$ cat src/common/gpio_port_pkg.sv
// Package with the register map, field layout and reset values of the port.
`default_nettype none
package gpio_port_pkg;
    // Byte offsets of the registers on the APB bus.
    localparam logic [7:0] OFS_PIN_LEVEL = 8'h00;
    localparam logic [7:0] OFS_LATCH = 8'h04;
    localparam logic [7:0] OFS_DIRECTION = 8'h08;
    localparam logic [7:0] OFS_SHARED_LOW = 8'h0C;
    localparam logic [7:0] OFS_SHARED_HIGH = 8'h10;
    localparam logic [7:0] OFS_WATCHDOG = 8'h14;
    localparam logic [7:0] OFS_OVERRIDE = 8'h18;

    // Shared-register select bit inside the watchdog control register.
    localparam int SHARED_SEL_BIT = 4;

    // Bits that exist in each register; the rest read as zero.
    localparam logic [7:0] PORT_MASK = 8'hFE;
    localparam logic [7:0] ANALOG_LOW_MASK = 8'hDF;
    localparam logic [7:0] ANALOG_HIGH_MASK = 8'hFF;
    localparam logic [7:0] OVERRIDE_MASK = 8'h1F;

    // Reset values: latch clear, all lines input, all channels analog.
    localparam logic [7:0] LATCH_RESET = 8'h00;
    localparam logic [7:0] DIRECTION_RESET = 8'hFE;
    localparam logic [7:0] ANALOG_LOW_RESET = 8'h00;
    localparam logic [7:0] ANALOG_HIGH_RESET = 8'h00;
    localparam logic [7:0] DEFAULT_REG_RESET = 8'h00;
    localparam logic [7:0] WATCHDOG_RESET = 8'h00;
    localparam logic [7:0] OVERRIDE_RESET = 8'h00;

    // Channel-select bits: lines one and two sit in the low register at
    // bits six and seven, lines three to six in the high register at 0..3.
    localparam int LOW_CH_FIRST = 6;
    localparam int HIGH_CH_FIRST = 0;

    // Override control fields.
    localparam int OVR_COMP1_EN = 0;
    localparam int OVR_COMP2_EN = 1;
    localparam int OVR_ADDR5_EN = 2;
    localparam int OVR_COMPARATOR_REFERENCE_OUTPUT_EN = 3;
    localparam int OVR_PDATA_EN = 4;

    // Line numbers that carry peripheral functions.
    localparam int LINE_COMP2 = 1;
    localparam int LINE_ADDR5 = 2;
    localparam int LINE_COMPARATOR_REFERENCE_OUTPUT = 5;
    localparam int LINE_PDATA_LOW = 5;
    localparam int LINE_PDATA_HIGH = 7;
endpackage : gpio_port_pkg
`default_nettype wire

$ cat src/hdl/gpio_port.sv
// Seven-line general-purpose port with analog select and peripheral overrides.
//
// The address map and the APB interface to the registers are this design's own decisions.
`timescale 1ns/1ps
`default_nettype none

module gpio_port
    import gpio_port_pkg::*;
#(
    parameter int ADDR_WIDTH = 8,
    parameter bit LARGE_PACKAGE = 1'b1
) (
    input wire logic clk,
    input wire logic srst,
    input wire logic psel,
    input wire logic penable,
    input wire logic pwrite,
    input wire logic [ADDR_WIDTH-1:0] paddr,
    input wire logic [31:0] pwdata,
    output logic [31:0] prdata,
    output logic pready,
    output logic pslverr,
    input wire logic [7:1] pin_in,
    output logic [7:1] pin_out,
    output logic [7:1] pin_oe,
    output logic [6:1] analog_enable,
    input wire logic parallel_port_placement_bit,
    input wire logic comparator_one_output,
    input wire logic comparator_two_output,
    input wire logic parallel_address_bit_five,
    input wire logic [2:0] parallel_data_out,
    input wire logic parallel_data_drive,
    output logic [2:0] parallel_data_in,
    output logic comparator_reference_output
);

    // Refuse an address bus too narrow for the register map.
    if (ADDR_WIDTH < 5) begin : g_addr_check
        $error("gpio_port: ADDR_WIDTH must be at least 5");
    end

    // Register map as software sees it, one byte register per word.
    // The pin offset reads the levels at the pins after the input gate.
    // A write at the pin offset loads the output latch, as a latch write.
    // The latch offset reads back what the latch holds, not the pins.
    // The direction offset holds one bit per line, where 1 means input.
    // The two shared offsets lead to the channel-select pair only while
    // the shared select bit of watchdog control is set.
    // With that bit clear the same offsets reach two scratch registers.
    // Software must therefore set the bit, touch the select pair and
    // clear the bit again, or later scratch accesses go astray.
    // The override register enables the peripheral functions per line.
    // Bits that have no storage are masked both on write and on read.
    // Bit zero of the pin, latch and direction registers does not exist.
    // Bit five of the low select register does not exist either.
    // An address outside the map answers with pslverr and read data 0.
    // A write to such an address changes nothing at all.
    //
    // Timing of the bus side, seen from the master.
    // The setup cycle latches nothing; the first access cycle computes
    // the answer and the second access cycle shows it on pready.
    // A write takes effect at the edge that ends the second cycle.
    // Read data are taken from the state of the first access cycle.
    // Because the master holds the request, that state cannot change
    // between the two cycles except through the pins themselves.
    // A pin read therefore shows levels one cycle older than the edge.
    //
    // Pin side timing.
    // Pin drive and enable are registered, so a register write shows
    // at the pins one cycle after the edge at which it lands.
    // Peripheral overrides follow the same single-cycle delay.
    // The converter enables are registered as well, which keeps every
    // output of the port glitch-free towards the analog multiplexer.

    // Decodes a byte offset against the whole address bus.
    function automatic logic hit(input logic [ADDR_WIDTH-1:0] a,
                                 input logic [7:0] ofs);
        hit = (a[ADDR_WIDTH-1:0] == ADDR_WIDTH'(ofs));
    endfunction : hit

    // Software-visible state.
    logic [7:0] output_latch_register;
    logic [7:0] direction_register;
    logic [7:0] analog_select_low;
    logic [7:0] analog_select_high;
    logic [7:0] default_low;
    logic [7:0] default_high;
    logic [7:0] watchdog_control_register;
    logic [7:0] override_control;

    // Bus phase decode.
    wire logic access = psel & penable;
    wire logic commit = access & pready;
    wire logic wr_commit = commit & pwrite;
    wire logic shared_register_select =
        watchdog_control_register[SHARED_SEL_BIT];

    // Address decode; shared offsets switch target on the select bit.
    wire logic hit_pin = hit(paddr, OFS_PIN_LEVEL);
    wire logic hit_latch = hit(paddr, OFS_LATCH);
    wire logic hit_dir = hit(paddr, OFS_DIRECTION);
    wire logic hit_shared_low = hit(paddr, OFS_SHARED_LOW);
    wire logic hit_shared_high = hit(paddr, OFS_SHARED_HIGH);
    wire logic hit_wdt = hit(paddr, OFS_WATCHDOG);
    wire logic hit_ovr = hit(paddr, OFS_OVERRIDE);
    wire logic hit_any = hit_pin | hit_latch | hit_dir | hit_shared_low |
                         hit_shared_high | hit_wdt | hit_ovr;
    wire logic [7:0] wbyte = pwdata[7:0];

    // Channel-select bits gathered per line; a set bit means digital.
    wire logic [6:1] channel_digital_select = {
        analog_select_high[HIGH_CH_FIRST+3],
        analog_select_high[HIGH_CH_FIRST+2],
        analog_select_high[HIGH_CH_FIRST+1],
        analog_select_high[HIGH_CH_FIRST],
        analog_select_low[LOW_CH_FIRST+1],
        analog_select_low[LOW_CH_FIRST]
    };
    wire logic [7:1] line_is_analog = {1'b0, ~channel_digital_select};

    // Override enables.
    wire logic comp1_en = override_control[OVR_COMP1_EN];
    wire logic comp2_en = override_control[OVR_COMP2_EN];
    wire logic addr5_en = override_control[OVR_ADDR5_EN];
    wire logic comparator_reference_output_en = override_control[OVR_COMPARATOR_REFERENCE_OUTPUT_EN];
    wire logic pdata_on = LARGE_PACKAGE & ~parallel_port_placement_bit &
                          override_control[OVR_PDATA_EN];

    // Priority of the functions that can claim one line, highest first.
    // The reference output turns the digital driver and input off.
    // Parallel data then takes lines seven, six and five both ways.
    // The parallel address bit then drives line two as an output.
    // A comparator output then drives its own line as an output.
    // Only when no function claims the line do latch and direction act.
    // The peripherals set the direction themselves, so software can
    // keep the direction register as it wants it while they run.
    // The override value is never written back into that register,
    // which keeps read-modify-write sequences on it safe.
    // Parallel data needs the large package, the placement bit at 0
    // and its override enable; any one missing leaves the lines free.
    // The parallel port decides the drive of its three lines with a
    // single enable, so all three turn around together.
    // The analog select never changes what an output line drives.
    // It only gates the digital input path of the line, so a line that
    // is analog reads as 0 while the converter sees the pin level.
    // Line seven has no analog channel and its input stays enabled.

    // Per-line driver selection, highest priority first.
    logic [7:1] next_pin_out;
    logic [7:1] next_pin_oe;
    logic [7:1] input_enable;
    for (genvar i = 1; i <= 7; i++) begin : g_line
        wire logic pdata_line = pdata_on && (i >= LINE_PDATA_LOW) &&
                                (i <= LINE_PDATA_HIGH);
        wire logic comparator_reference_output_line = comparator_reference_output_en && (i == LINE_COMPARATOR_REFERENCE_OUTPUT);
        wire logic comp_line = (comp2_en && (i == LINE_COMP2)) ||
                               (comp1_en && (i == LINE_ADDR5));
        wire logic addr_line = addr5_en && (i == LINE_ADDR5);
        wire logic comp_val = (i == LINE_COMP2) ? comparator_two_output
                                                : comparator_one_output;
        wire logic pdata_val =
            parallel_data_out[(LINE_PDATA_HIGH - i) % 3];

        // Digital output: latch unless a peripheral takes the pin.
        assign next_pin_out[i] =
            comparator_reference_output_line ? 1'b0 :
            pdata_line ? pdata_val :
            addr_line ? parallel_address_bit_five :
            comp_line ? comp_val :
            output_latch_register[i];

        // Enable: direction bit unless overridden by a peripheral.
        assign next_pin_oe[i] =
            comparator_reference_output_line ? 1'b0 :
            pdata_line ? parallel_data_drive :
            (addr_line | comp_line) ? 1'b1 :
            ~direction_register[i];

        // Digital input path off while analog or reference is on.
        assign input_enable[i] = ~line_is_analog[i] & ~comparator_reference_output_line;
    end

    // Pin levels as software sees them.
    wire logic [7:0] pin_read = {pin_in & input_enable, 1'b0} & PORT_MASK;

    // Read multiplexer; shared offsets pick by the select bit.
    wire logic [7:0] low_read = shared_register_select ?
        (analog_select_low & ANALOG_LOW_MASK) : default_low;
    wire logic [7:0] high_read = shared_register_select ?
        (analog_select_high & ANALOG_HIGH_MASK) : default_high;
    wire logic [7:0] read_byte =
        hit_pin ? pin_read :
        hit_latch ? (output_latch_register & PORT_MASK) :
        hit_dir ? (direction_register & PORT_MASK) :
        hit_shared_low ? low_read :
        hit_shared_high ? high_read :
        hit_wdt ? watchdog_control_register :
        hit_ovr ? (override_control & OVERRIDE_MASK) : 8'h00;

    // The slave answers with a fixed wait of one cycle.
    // The wait gives the read multiplexer a full cycle before the data
    // are registered, which keeps the long decode chain off the bus.
    // pready rises only after an access cycle without pready, so a
    // master that keeps penable high cannot get two answers in a row.
    // pslverr and prdata rise and fall together with pready.
    // Read data are zero whenever pready is low, so a master that
    // samples early reads a harmless 0 rather than stale data.

    // Answer one cycle into the access phase.
    wire logic next_pready = access & ~pready;

    // Bus answer registers.
    always_ff @(posedge clk) begin
        if (srst) begin
            pready <= 1'b0;
            pslverr <= 1'b0;
            prdata <= 32'h0000_0000;
        end else begin
            pready <= next_pready;
            pslverr <= next_pready & ~hit_any;
            prdata <= (next_pready & ~pwrite) ? {24'h00_0000, read_byte}
                                              : 32'h0000_0000;
        end
    end

    // Latch: written at the pin offset or the latch offset.
    always_ff @(posedge clk) begin
        if (srst) begin
            output_latch_register <= LATCH_RESET;
        end else if (wr_commit && (hit_pin || hit_latch)) begin
            output_latch_register <= wbyte & PORT_MASK;
        end
    end

    // Direction register.
    always_ff @(posedge clk) begin
        if (srst) begin
            direction_register <= DIRECTION_RESET;
        end else if (wr_commit && hit_dir) begin
            direction_register <= wbyte & PORT_MASK;
        end
    end

    // Analog select registers, reachable only with the select bit set.
    always_ff @(posedge clk) begin
        if (srst) begin
            analog_select_low <= ANALOG_LOW_RESET;
            analog_select_high <= ANALOG_HIGH_RESET;
        end else if (wr_commit && shared_register_select) begin
            if (hit_shared_low) begin
                analog_select_low <= wbyte & ANALOG_LOW_MASK;
            end
            if (hit_shared_high) begin
                analog_select_high <= wbyte & ANALOG_HIGH_MASK;
            end
        end
    end

    // Default registers at the same offsets, seen with the bit clear.
    always_ff @(posedge clk) begin
        if (srst) begin
            default_low <= DEFAULT_REG_RESET;
            default_high <= DEFAULT_REG_RESET;
        end else if (wr_commit && !shared_register_select) begin
            if (hit_shared_low) begin
                default_low <= wbyte;
            end
            if (hit_shared_high) begin
                default_high <= wbyte;
            end
        end
    end

    // Watchdog control and override control registers.
    always_ff @(posedge clk) begin
        if (srst) begin
            watchdog_control_register <= WATCHDOG_RESET;
            override_control <= OVERRIDE_RESET;
        end else if (wr_commit) begin
            if (hit_wdt) begin
                watchdog_control_register <= wbyte;
            end
            if (hit_ovr) begin
                override_control <= wbyte & OVERRIDE_MASK;
            end
        end
    end

    // Every output of the port comes from a flip-flop.
    // During reset no line is driven, so the board sees inputs only.
    // All six analog lines come up as converter inputs, one channel
    // per line in ascending order, until software selects digital use.
    // The parallel data input reads 0 while parallel data are off, so
    // the parallel port never sees pin noise from a line it gave up.
    // The reference flag follows its override bit with one cycle delay,
    // in step with the pin enable that it turns off.
    // Line seven maps to parallel bit zero and line five to bit two.
    // Because the enables are registered with the drive, the pin and
    // its enable always change at the same edge.

    // Pin drivers and peripheral-facing outputs, all registered.
    always_ff @(posedge clk) begin
        if (srst) begin
            pin_out <= 7'h00;
            pin_oe <= 7'h00;
            analog_enable <= 6'h3F;
            parallel_data_in <= 3'h0;
            comparator_reference_output <= 1'b0;
        end else begin
            pin_out <= next_pin_out;
            pin_oe <= next_pin_oe;
            analog_enable <= line_is_analog[6:1];
            parallel_data_in <= pdata_on ?
                {pin_in[LINE_PDATA_LOW], pin_in[LINE_PDATA_LOW+1],
                 pin_in[LINE_PDATA_HIGH]} : 3'h0;
            comparator_reference_output <= comparator_reference_output_en;
        end
    end

endmodule : gpio_port
`default_nettype wire

$ cat config.mk
export PLATFORM = sky130hd
export DESIGN_NAME = gpio_port
export DESIGN_NICKNAME = d
export VERILOG_FILES = /design/src/common/gpio_port_pkg.sv /design/src/hdl/gpio_port.sv
export SDC_FILE = /design/constraint.sdc
export NUM_CORES = 1
export LEC_CHECK = 0
export ABC_AREA = 1
export ABC_CLOCK_PERIOD_IN_PS = 1200
export BUFFER_PORTS_ARGS = -buffer_cell sky130_fd_sc_hd__buf_4
export CAP_MARGIN = 20
export CORE_UTILIZATION = 46
export CTS_CLUSTER_SIZE = 16
export DETAILED_ROUTE_END_ITERATION = 16
export PLACE_DENSITY = 0.75
export SLEW_MARGIN = 20
export SYNTH_ARGS = -nofsm -noshare
export SYNTH_HDL_FRONTEND = slang
export SYNTH_SLANG_ARGS = --single-unit
$ cat constraint.sdc
create_clock -name clk -period 1.2 [get_ports clk]
set_input_delay 0.12 -clock clk [delete_from_list [all_inputs] [get_ports clk]]
set_output_delay 0.12 -clock clk [all_outputs]
set_load 0.01 [all_outputs]
==> results of run 1 <==
[cells in the final DEF (no fill, tap or decap), types with 7 or more instances in the layout]
master and n:
clkbuf_8 9, nand3_2 10, inv_1 36, a21oi_1 35, nor2_2 7, nor2_1 78
conb_1 24, dlygate4sd3_1 8, nor2_4 10, dfxtp_1 90, nand2_2 11, buf_4 98
nand3_1 33, o21ai_1 22, nand2_1 83, inv_2 7, o21ai_2 11, o21ai_0 25
[sequential cells by signal, indices dropped and copies added, names as in the netlist]
| register | count |
|---|---|
| parallel_data_in | 3 |
| analog_select_low | 7 |
| pslverr | 1 |
| analog_select_high | 8 |
| override_control | 5 |
| analog_enable | 6 |
| watchdog_control_register | 8 |
| prdata | 8 |
| pin_oe | 7 |
| pready | 1 |
| pin_out | 7 |
| output_latch_register | 7 |
| comparator_reference_output | 1 |
| default_high | 8 |
| default_low | 8 |
| direction_register | 7 |
[critical path, stage by stage, from the launching register on]
cell and delay [ns]:
dfxtp_4 0.38, nand4_4 0.19, nor2_4 0.15, buf_4 0.16
nand2_8 0.09, o21ai_2 0.16, a21oi_2 0.05
[cells by family (layout without fill, tap and decap cells)]
logic type / after synthesis / after routing / share of synthesized area (%)
AND/OR/NAND/NOR: 247 / 249 / 29.1
other: 1 / 24 / 0.0938
flip-flops: 92 / 92 / 46.1
AO/OA/AOI/OAI: 103 / 103 / 13.2
buffers and inverters: 89 / 181 / 11.5
[layout make-up]
cell class | count | area (sq um)
fillers | 704 | 3020
clock inverters | 7 | 68.8
inverters | 50 | 209
clock buffers | 9 | 124
multi-input cells | 376 | 1950
flip-flops and latches | 92 | 1850
well taps | 105 | 131
repair buffers | 115 | 938
[per-layer routing]
metal	GRT usage, %	vias up	routed length [microns]	share of wire (%)
li1	-	1899	-	-
met1	31.1	1754	4470	40
met2	43.8	183	5380	49
met3	5.58	22	993	9.0
met4	8.46	0	216	2.0
met5	0	-	0	0
[per-stage QoR]
step / worst slack (ns) / setup TNS (ns) / instance area, sq um
finish: -0.0864 / -1.99 / 5280
global placement: -0.147 / -3.28 / 4730
CTS: -0.0492 / -0.822 / 5150
global route: -0.155 / -5.36 / 5280
floorplan: 0.00536 / 0 / 4090
detailed placement: -0.140 / -5.04 / 4730
[cell usage after synthesis (5+ instances only)]
library cell,count,area (sq um)
nor2_4,8,90.1
a21oi_1,39,195
nand2_4,5,56.3
nand3_1,41,205
inv_2,9,33.8
nor2_1,83,312
buf_4,25,188
inv_1,38,143
nand4_1,5,31.3
nand2_1,89,334
dfxtp_1,92,1840
clkbuf_1,5,18.8
nand2_2,5,31.3
o21ai_0,54,270
[power by group]
part | total (mW) | internal (mW) | switching (mW)
clock network | 2.05 | 0.806 | 1.25
registers | 3.05 | 3.05 | 0.00237
logic | 0.395 | 0.158 | 0.237
[how the worst max path moves through the flow]
stage,start,end,slack (ns),cells past startpoint
floorplan,pready,default_high[5],0.005,6
CTS,pready,direction_register[6],-0.05,6
finish,pready,default_high[2],-0.09,6
global placement,watchdog_control_register[4],prdata[2],-0.15,8
detailed placement,paddr[7],default_high[1],-0.14,7
global route,watchdog_control_register[4],prdata[6],-0.16,9
[what timing repair did]
action	in CTS	in global routing
hold buffers	8	0
gates resized for setup	45	42
setup buffers	6	1
hold endpoints to repair	8	0
cloned	2	1
setup endpoints to repair	47	66
pin swaps	7	23
==> reports/summary.txt, run 1 <==
Yosys Warn Count - 0
P&R area growth vs syn - 32.0%
RSZ-0062 raised after global routing - yes
vias in the first global route - 3,574
placed cells - 720
crit start category - flip-flop
largest net degree at the start of global routing - 45
Slew Limit Fails - 0
synthesis-stage register bit count - 92
Worst Path Required - 1.47 ns
Initial Util - 48.2%
Main synth FF type - dfxtp_1
# rows - 33
outcome - complete, but fails checks
Synth Area per Inst - 7.51 sq um
R2R Path End - default_high[2]
final setup margin - -0.0864 ns
DR vias - 3,858
layout cell share with drive strength beyond 1 - 31.4%
f_max - 777 MHz
Post-route DRC - 0
worst reg2reg setup slack - -0.09 ns
FF-to-FF path depth - 6
Pwr Density - 1040 nW/um^2
Yosys cell types - 33
violated checks - negative hold slack, negative setup slack
CTS tree - done
Worst Hold Launch - parallel_data_out[1]
arrival time at the worst endpoint - 1.56 ns
endpoints failing setup - 54
max_cap viols - 0
CTS Buf Count - 9
Root Buffer - clkbuf_8
Final Non-Filler Cells - 754
Leak - 2.35 nW
worst hold path type - input port to flip-flop
H-tree depth - 3
Die X - 95.2 microns
ys async rst share - 0%
DIE HEIGHT - 95.2 microns
core footprint - 8300 sq um
clock sinks - 92
utilization after layout - 63.6%
minimum clock period - 1.29 ns
Routed Antenna Nets - 0
later-pin clock latency in the skew report - 0.37 ns
maximum clock path buffer count - 2
PortBufs - 69
first-pass GRT wire length - 17.3 mm
full die area - 9070 sq um
kind of critical path - flip-flop to flip-flop
DR iter-0 viols - 301
CP max FO - 8
antenna violations before repair - 0
crit path capture type - flip-flop
Routed WL - 11.1 mm
layout net count - 704
Power, Total - 5.50 mW
clock skew - 0.00972 ns
per-cell routed wire length - 14.7 microns
sequential share of the synthesized area - 46.1%
routability cong. - 0.916
Cells after Synth - 532
Final Hold Fails - 1
GR Overflow Total - 0
Clock Pin Slew Worst Setup and Hold Paths - 0.10 ns
Via density - 5.12
hold depth - 3
DP HPWL - 7.77 mm
fin crit share - 107%
EDFF count, synth - 0
Tot GR Track Use - 25.4%
RR Startpoint - pready
num ports - 118
ant diodes - 0
hold_ws - -0.00702 ns
Min-Delay Endpoint - pin_out[6]
drt first pass iters - 5
netlist area before placement - 4000 sq um
VDD IR max - 0.525 mV
Note: power is estimated with default switching activity, not from simulation.
==> inputs of run 2 (changes only) <==
Settings changed: ABC_CLOCK_PERIOD_IN_PS 1200 to 1600, CORE_UTILIZATION 46 to 50, PLACE_DENSITY 0.75 to 0.78, SLEW_MARGIN 20 to 40.
Clock period 1.2 ns to 1.6 ns, I/O delays scaled along.
==> run 2 against run 1 <==
Net effect: the run now ends clean; flip-flop and latch count unchanged; clock power down 30%; die area down 7.8%; power down 28%; setup slack better by 0.22 ns; global-route usage down 0.99 points; sequential power down 25%; first-iteration DRC count down 27%; cell count down 5.7%; register-to-register slack better by 0.22 ns; critical path depth down 1; critical endpoint is now override_control[2]; largest power group unchanged.
==> reports/summary.txt, run 2 (synthesis results as in run 1) <==
outcome - completed (was complete, but fails checks)
Sw Share - 24.7% (was 27.0%)
Worst Path Required - 1.86 ns (was 1.47 ns)
largest net degree at the start of global routing - 63 (was 45)
minimum clock period - 1.46 ns (was 1.29 ns)
worst reg2reg setup slack - 0.14 ns (was -0.09 ns)
Routed Antenna Nets - 0 (unchanged)
# rows - 32 (was 33)
per-cell routed wire length - 13.6 microns (was 14.7 microns)
f_max - 684 MHz (was 777 MHz)
ant diodes - 0 (unchanged)
RSZ-0062 raised after global routing - no (was yes)
Final Hold Fails - 0 (was 1)
crit-path leading delay family - flip-flops (was simple AND/OR/NAND/NOR gates)
Die X - 91.4 microns (was 95.2 microns)
Min-Delay Endpoint - pin_out[6] (unchanged)
utilization after layout - 61.1% (was 63.6%)
Routed WL - 9.66 mm (was 11.1 mm)
Slew Limit Fails - 0 (unchanged)
Worst Hold Launch - parallel_data_out[1] (unchanged)
Slowest cell on crit path - dfxtp_1 (was dfxtp_4)
FF-to-FF path depth - 5 (was 6)
GR Overflow Total - 0 (unchanged)
CTS tree - done (unchanged)
most common cell after layout, fill and taps aside - dfxtp_1 (was buf_4)
crit start category - flip-flop (unchanged)
vias in the first global route - 3,224 (was 3,574)
clock share of power - 36.1% (was 37.3%)
clock skew - 0.00843 ns (was 0.00972 ns)
Post-route DRC - 0 (unchanged)
arrival time at the worst endpoint - 1.72 ns (was 1.56 ns)
endpoints failing setup - 0 (was 54)
VDD IR max - 0.391 mV (was 0.525 mV)
Int Power - 2.99 mW (was 4.02 mW)
power share of the sequential group - 57.7% (was 55.5%)
DR iter-0 viols - 221 (was 301)
num ports - 118 (unchanged)
P&R area growth vs syn - 18.0% (was 32.0%)
crit-path max cell delay - 0.43 ns (was 0.38 ns)
commonest non-fill, non-tap cells in the layout - dfxtp_1, nand2_1, nor2_1, buf_4, o21ai_0 (was buf_4, dfxtp_1, nand2_1, nor2_1, inv_1)
RR Startpoint - pready (unchanged)
fin crit share - 91.4% (was 107%)
crit path cell chain - nand4_4 -> inv_2 -> nand3_4 -> o21ai_0 -> a21oi_1 (was nand4_4 -> nor2_4 -> buf_4 -> nand2_8 -> o21ai_2 -> a21oi_2)
setup tns final - 0 ns (was -1.99 ns)
layout cell share with drive strength beyond 1 - 21.7% (was 31.4%)
routability cong. - 0.862 (was 0.916)
CP max FO - 10 (was 8)
PortBufs - 69 (unchanged)
# Post-CTS Setup Buffers - 0 (was 6)
hold depth - 3 (unchanged)
Initial Util - 51.7% (was 48.2%)
Clock Pin Slew Worst Setup and Hold Paths - 0.08 ns (was 0.10 ns)
core footprint - 7730 sq um (was 8300 sq um)
Via density - 5.06 (was 5.12)
antenna violations before repair - 0 (unchanged)
first-pass GRT wire length - 15.5 mm (was 17.3 mm)
Leak - 2.06 nW (was 2.35 nW)
Root Buffer - clkbuf_8 (unchanged)
layout net count - 664 (was 704)
DIE HEIGHT - 91.4 microns (was 95.2 microns)
H-tree depth - 3 (unchanged)
max_cap viols - 0 (unchanged)
Comb power frac - 6.2% (was 7.2%)
clock sinks - 92 (unchanged)
kind of critical path - flip-flop to flip-flop (unchanged)
full die area - 8360 sq um (was 9070 sq um)
drt first pass iters - 5 (unchanged)
DP HPWL - 7.00 mm (was 7.77 mm)
worst hold path type - input port to flip-flop (unchanged)
CTS Buf Count - 9 (unchanged)
maximum clock path buffer count - 2 (unchanged)
R2R Path End - override_control[2] (was default_high[2])
crit path capture type - flip-flop (unchanged)
Tot GR Track Use - 24.4% (was 25.4%)
cts hold-fix bufs - 0 (was 8)
later-pin clock latency in the skew report - 0.37 ns (about the same)
WP buf/inv - 1 (unchanged)
Sw Pwr - 0.982 mW (was 1.48 mW)
DR vias - 3,599 (was 3,858)
post-CTS sizing - 0 (was 45)
Pwr Density - 842 nW/um^2 (was 1040 nW/um^2)
==> run 2: cell types whose count changed in the layout (fill, tap and decap cells not counted), moves of 4 or more <==
cell and delta:
buf_4 -22, nand3_1 +8, buf_6 -6, nand3_2 -8, nand2_1 +6, o21ai_1 -18, nand2_2 -6, o21ai_2 -11
a21oi_2 -4, nor2_1 +5, a21oi_1 +4, o21ai_0 +29, dlygate4sd3_1 -8
==> run 2: cell type report <==
cell class	count	area, sq um
Clock buffer	11	141
Tap cell	102	128
Clock inverter	5	36.3
Fill cell	685	3010
Inverter	50	196
Sequential cell	92	1840
Multi-Input combinational cell	374	1780
Timing Repair Buffer	77	591
==> run 2: power by group through the flow <==
stage	Sequential (mW)	Combinational [mW]	Clock, mW
after floorplan	2.35	0.157	0
after global routing	2.29	0.271	1.55
final	2.29	0.248	1.43
after CTS	2.29	0.245	1.45
after detailed placement	2.35	0.244	0
after global placement	2.35	0.241	0
==> run 2: metrics by stage <==
| stage | hold WS (ns) | setup slack, ns | instance area (sq um) | total power, mW | cells |
|---|---|---|---|---|---|
| floorplan | 0.272 | 0.327 | 4080 | 2.50 | 555 |
| global placement | 0.385 | 0.243 | 4540 | 2.59 | 695 |
| detailed placement | 0.387 | 0.189 | 4540 | 2.59 | 695 |
| CTS | 0.00342 | 0.166 | 4720 | 3.98 | 711 |
| global route | 0.00590 | 0.0430 | 4720 | 4.11 | 711 |
| finish | 0.00561 | 0.137 | 4720 | 3.97 | 711 |
==> run 2: how the worst max path moves through the flow <==
stage | start | endpoint | slack [ns] | cells past startpoint
CTS | pready | output_latch_register[1] | 0.17 | 5
floorplan | pready | override_control[0] | 0.33 | 5
global placement | pready | override_control[2] | 0.24 | 5
detailed placement | pready | analog_select_high[5] | 0.19 | 5
finish | pready | override_control[2] | 0.14 | 5
global route | pready | analog_select_high[2] | 0.04 | 5
==> run 2: worst reg2reg max path, cell delays in order, from the launching register on <==
cell and delay [ns]:
dfxtp_1 0.43, nand4_4 0.22, inv_2 0.27, nand3_4 0.18, o21ai_0 0.20, a21oi_1 0.05
==> run 2: routing by layer <==
layer  wire (microns)  GRT usage [%]
met5                0              0
met4              239           12.0
met3              755           5.44
met2             4620           40.0
met1             4050           30.1
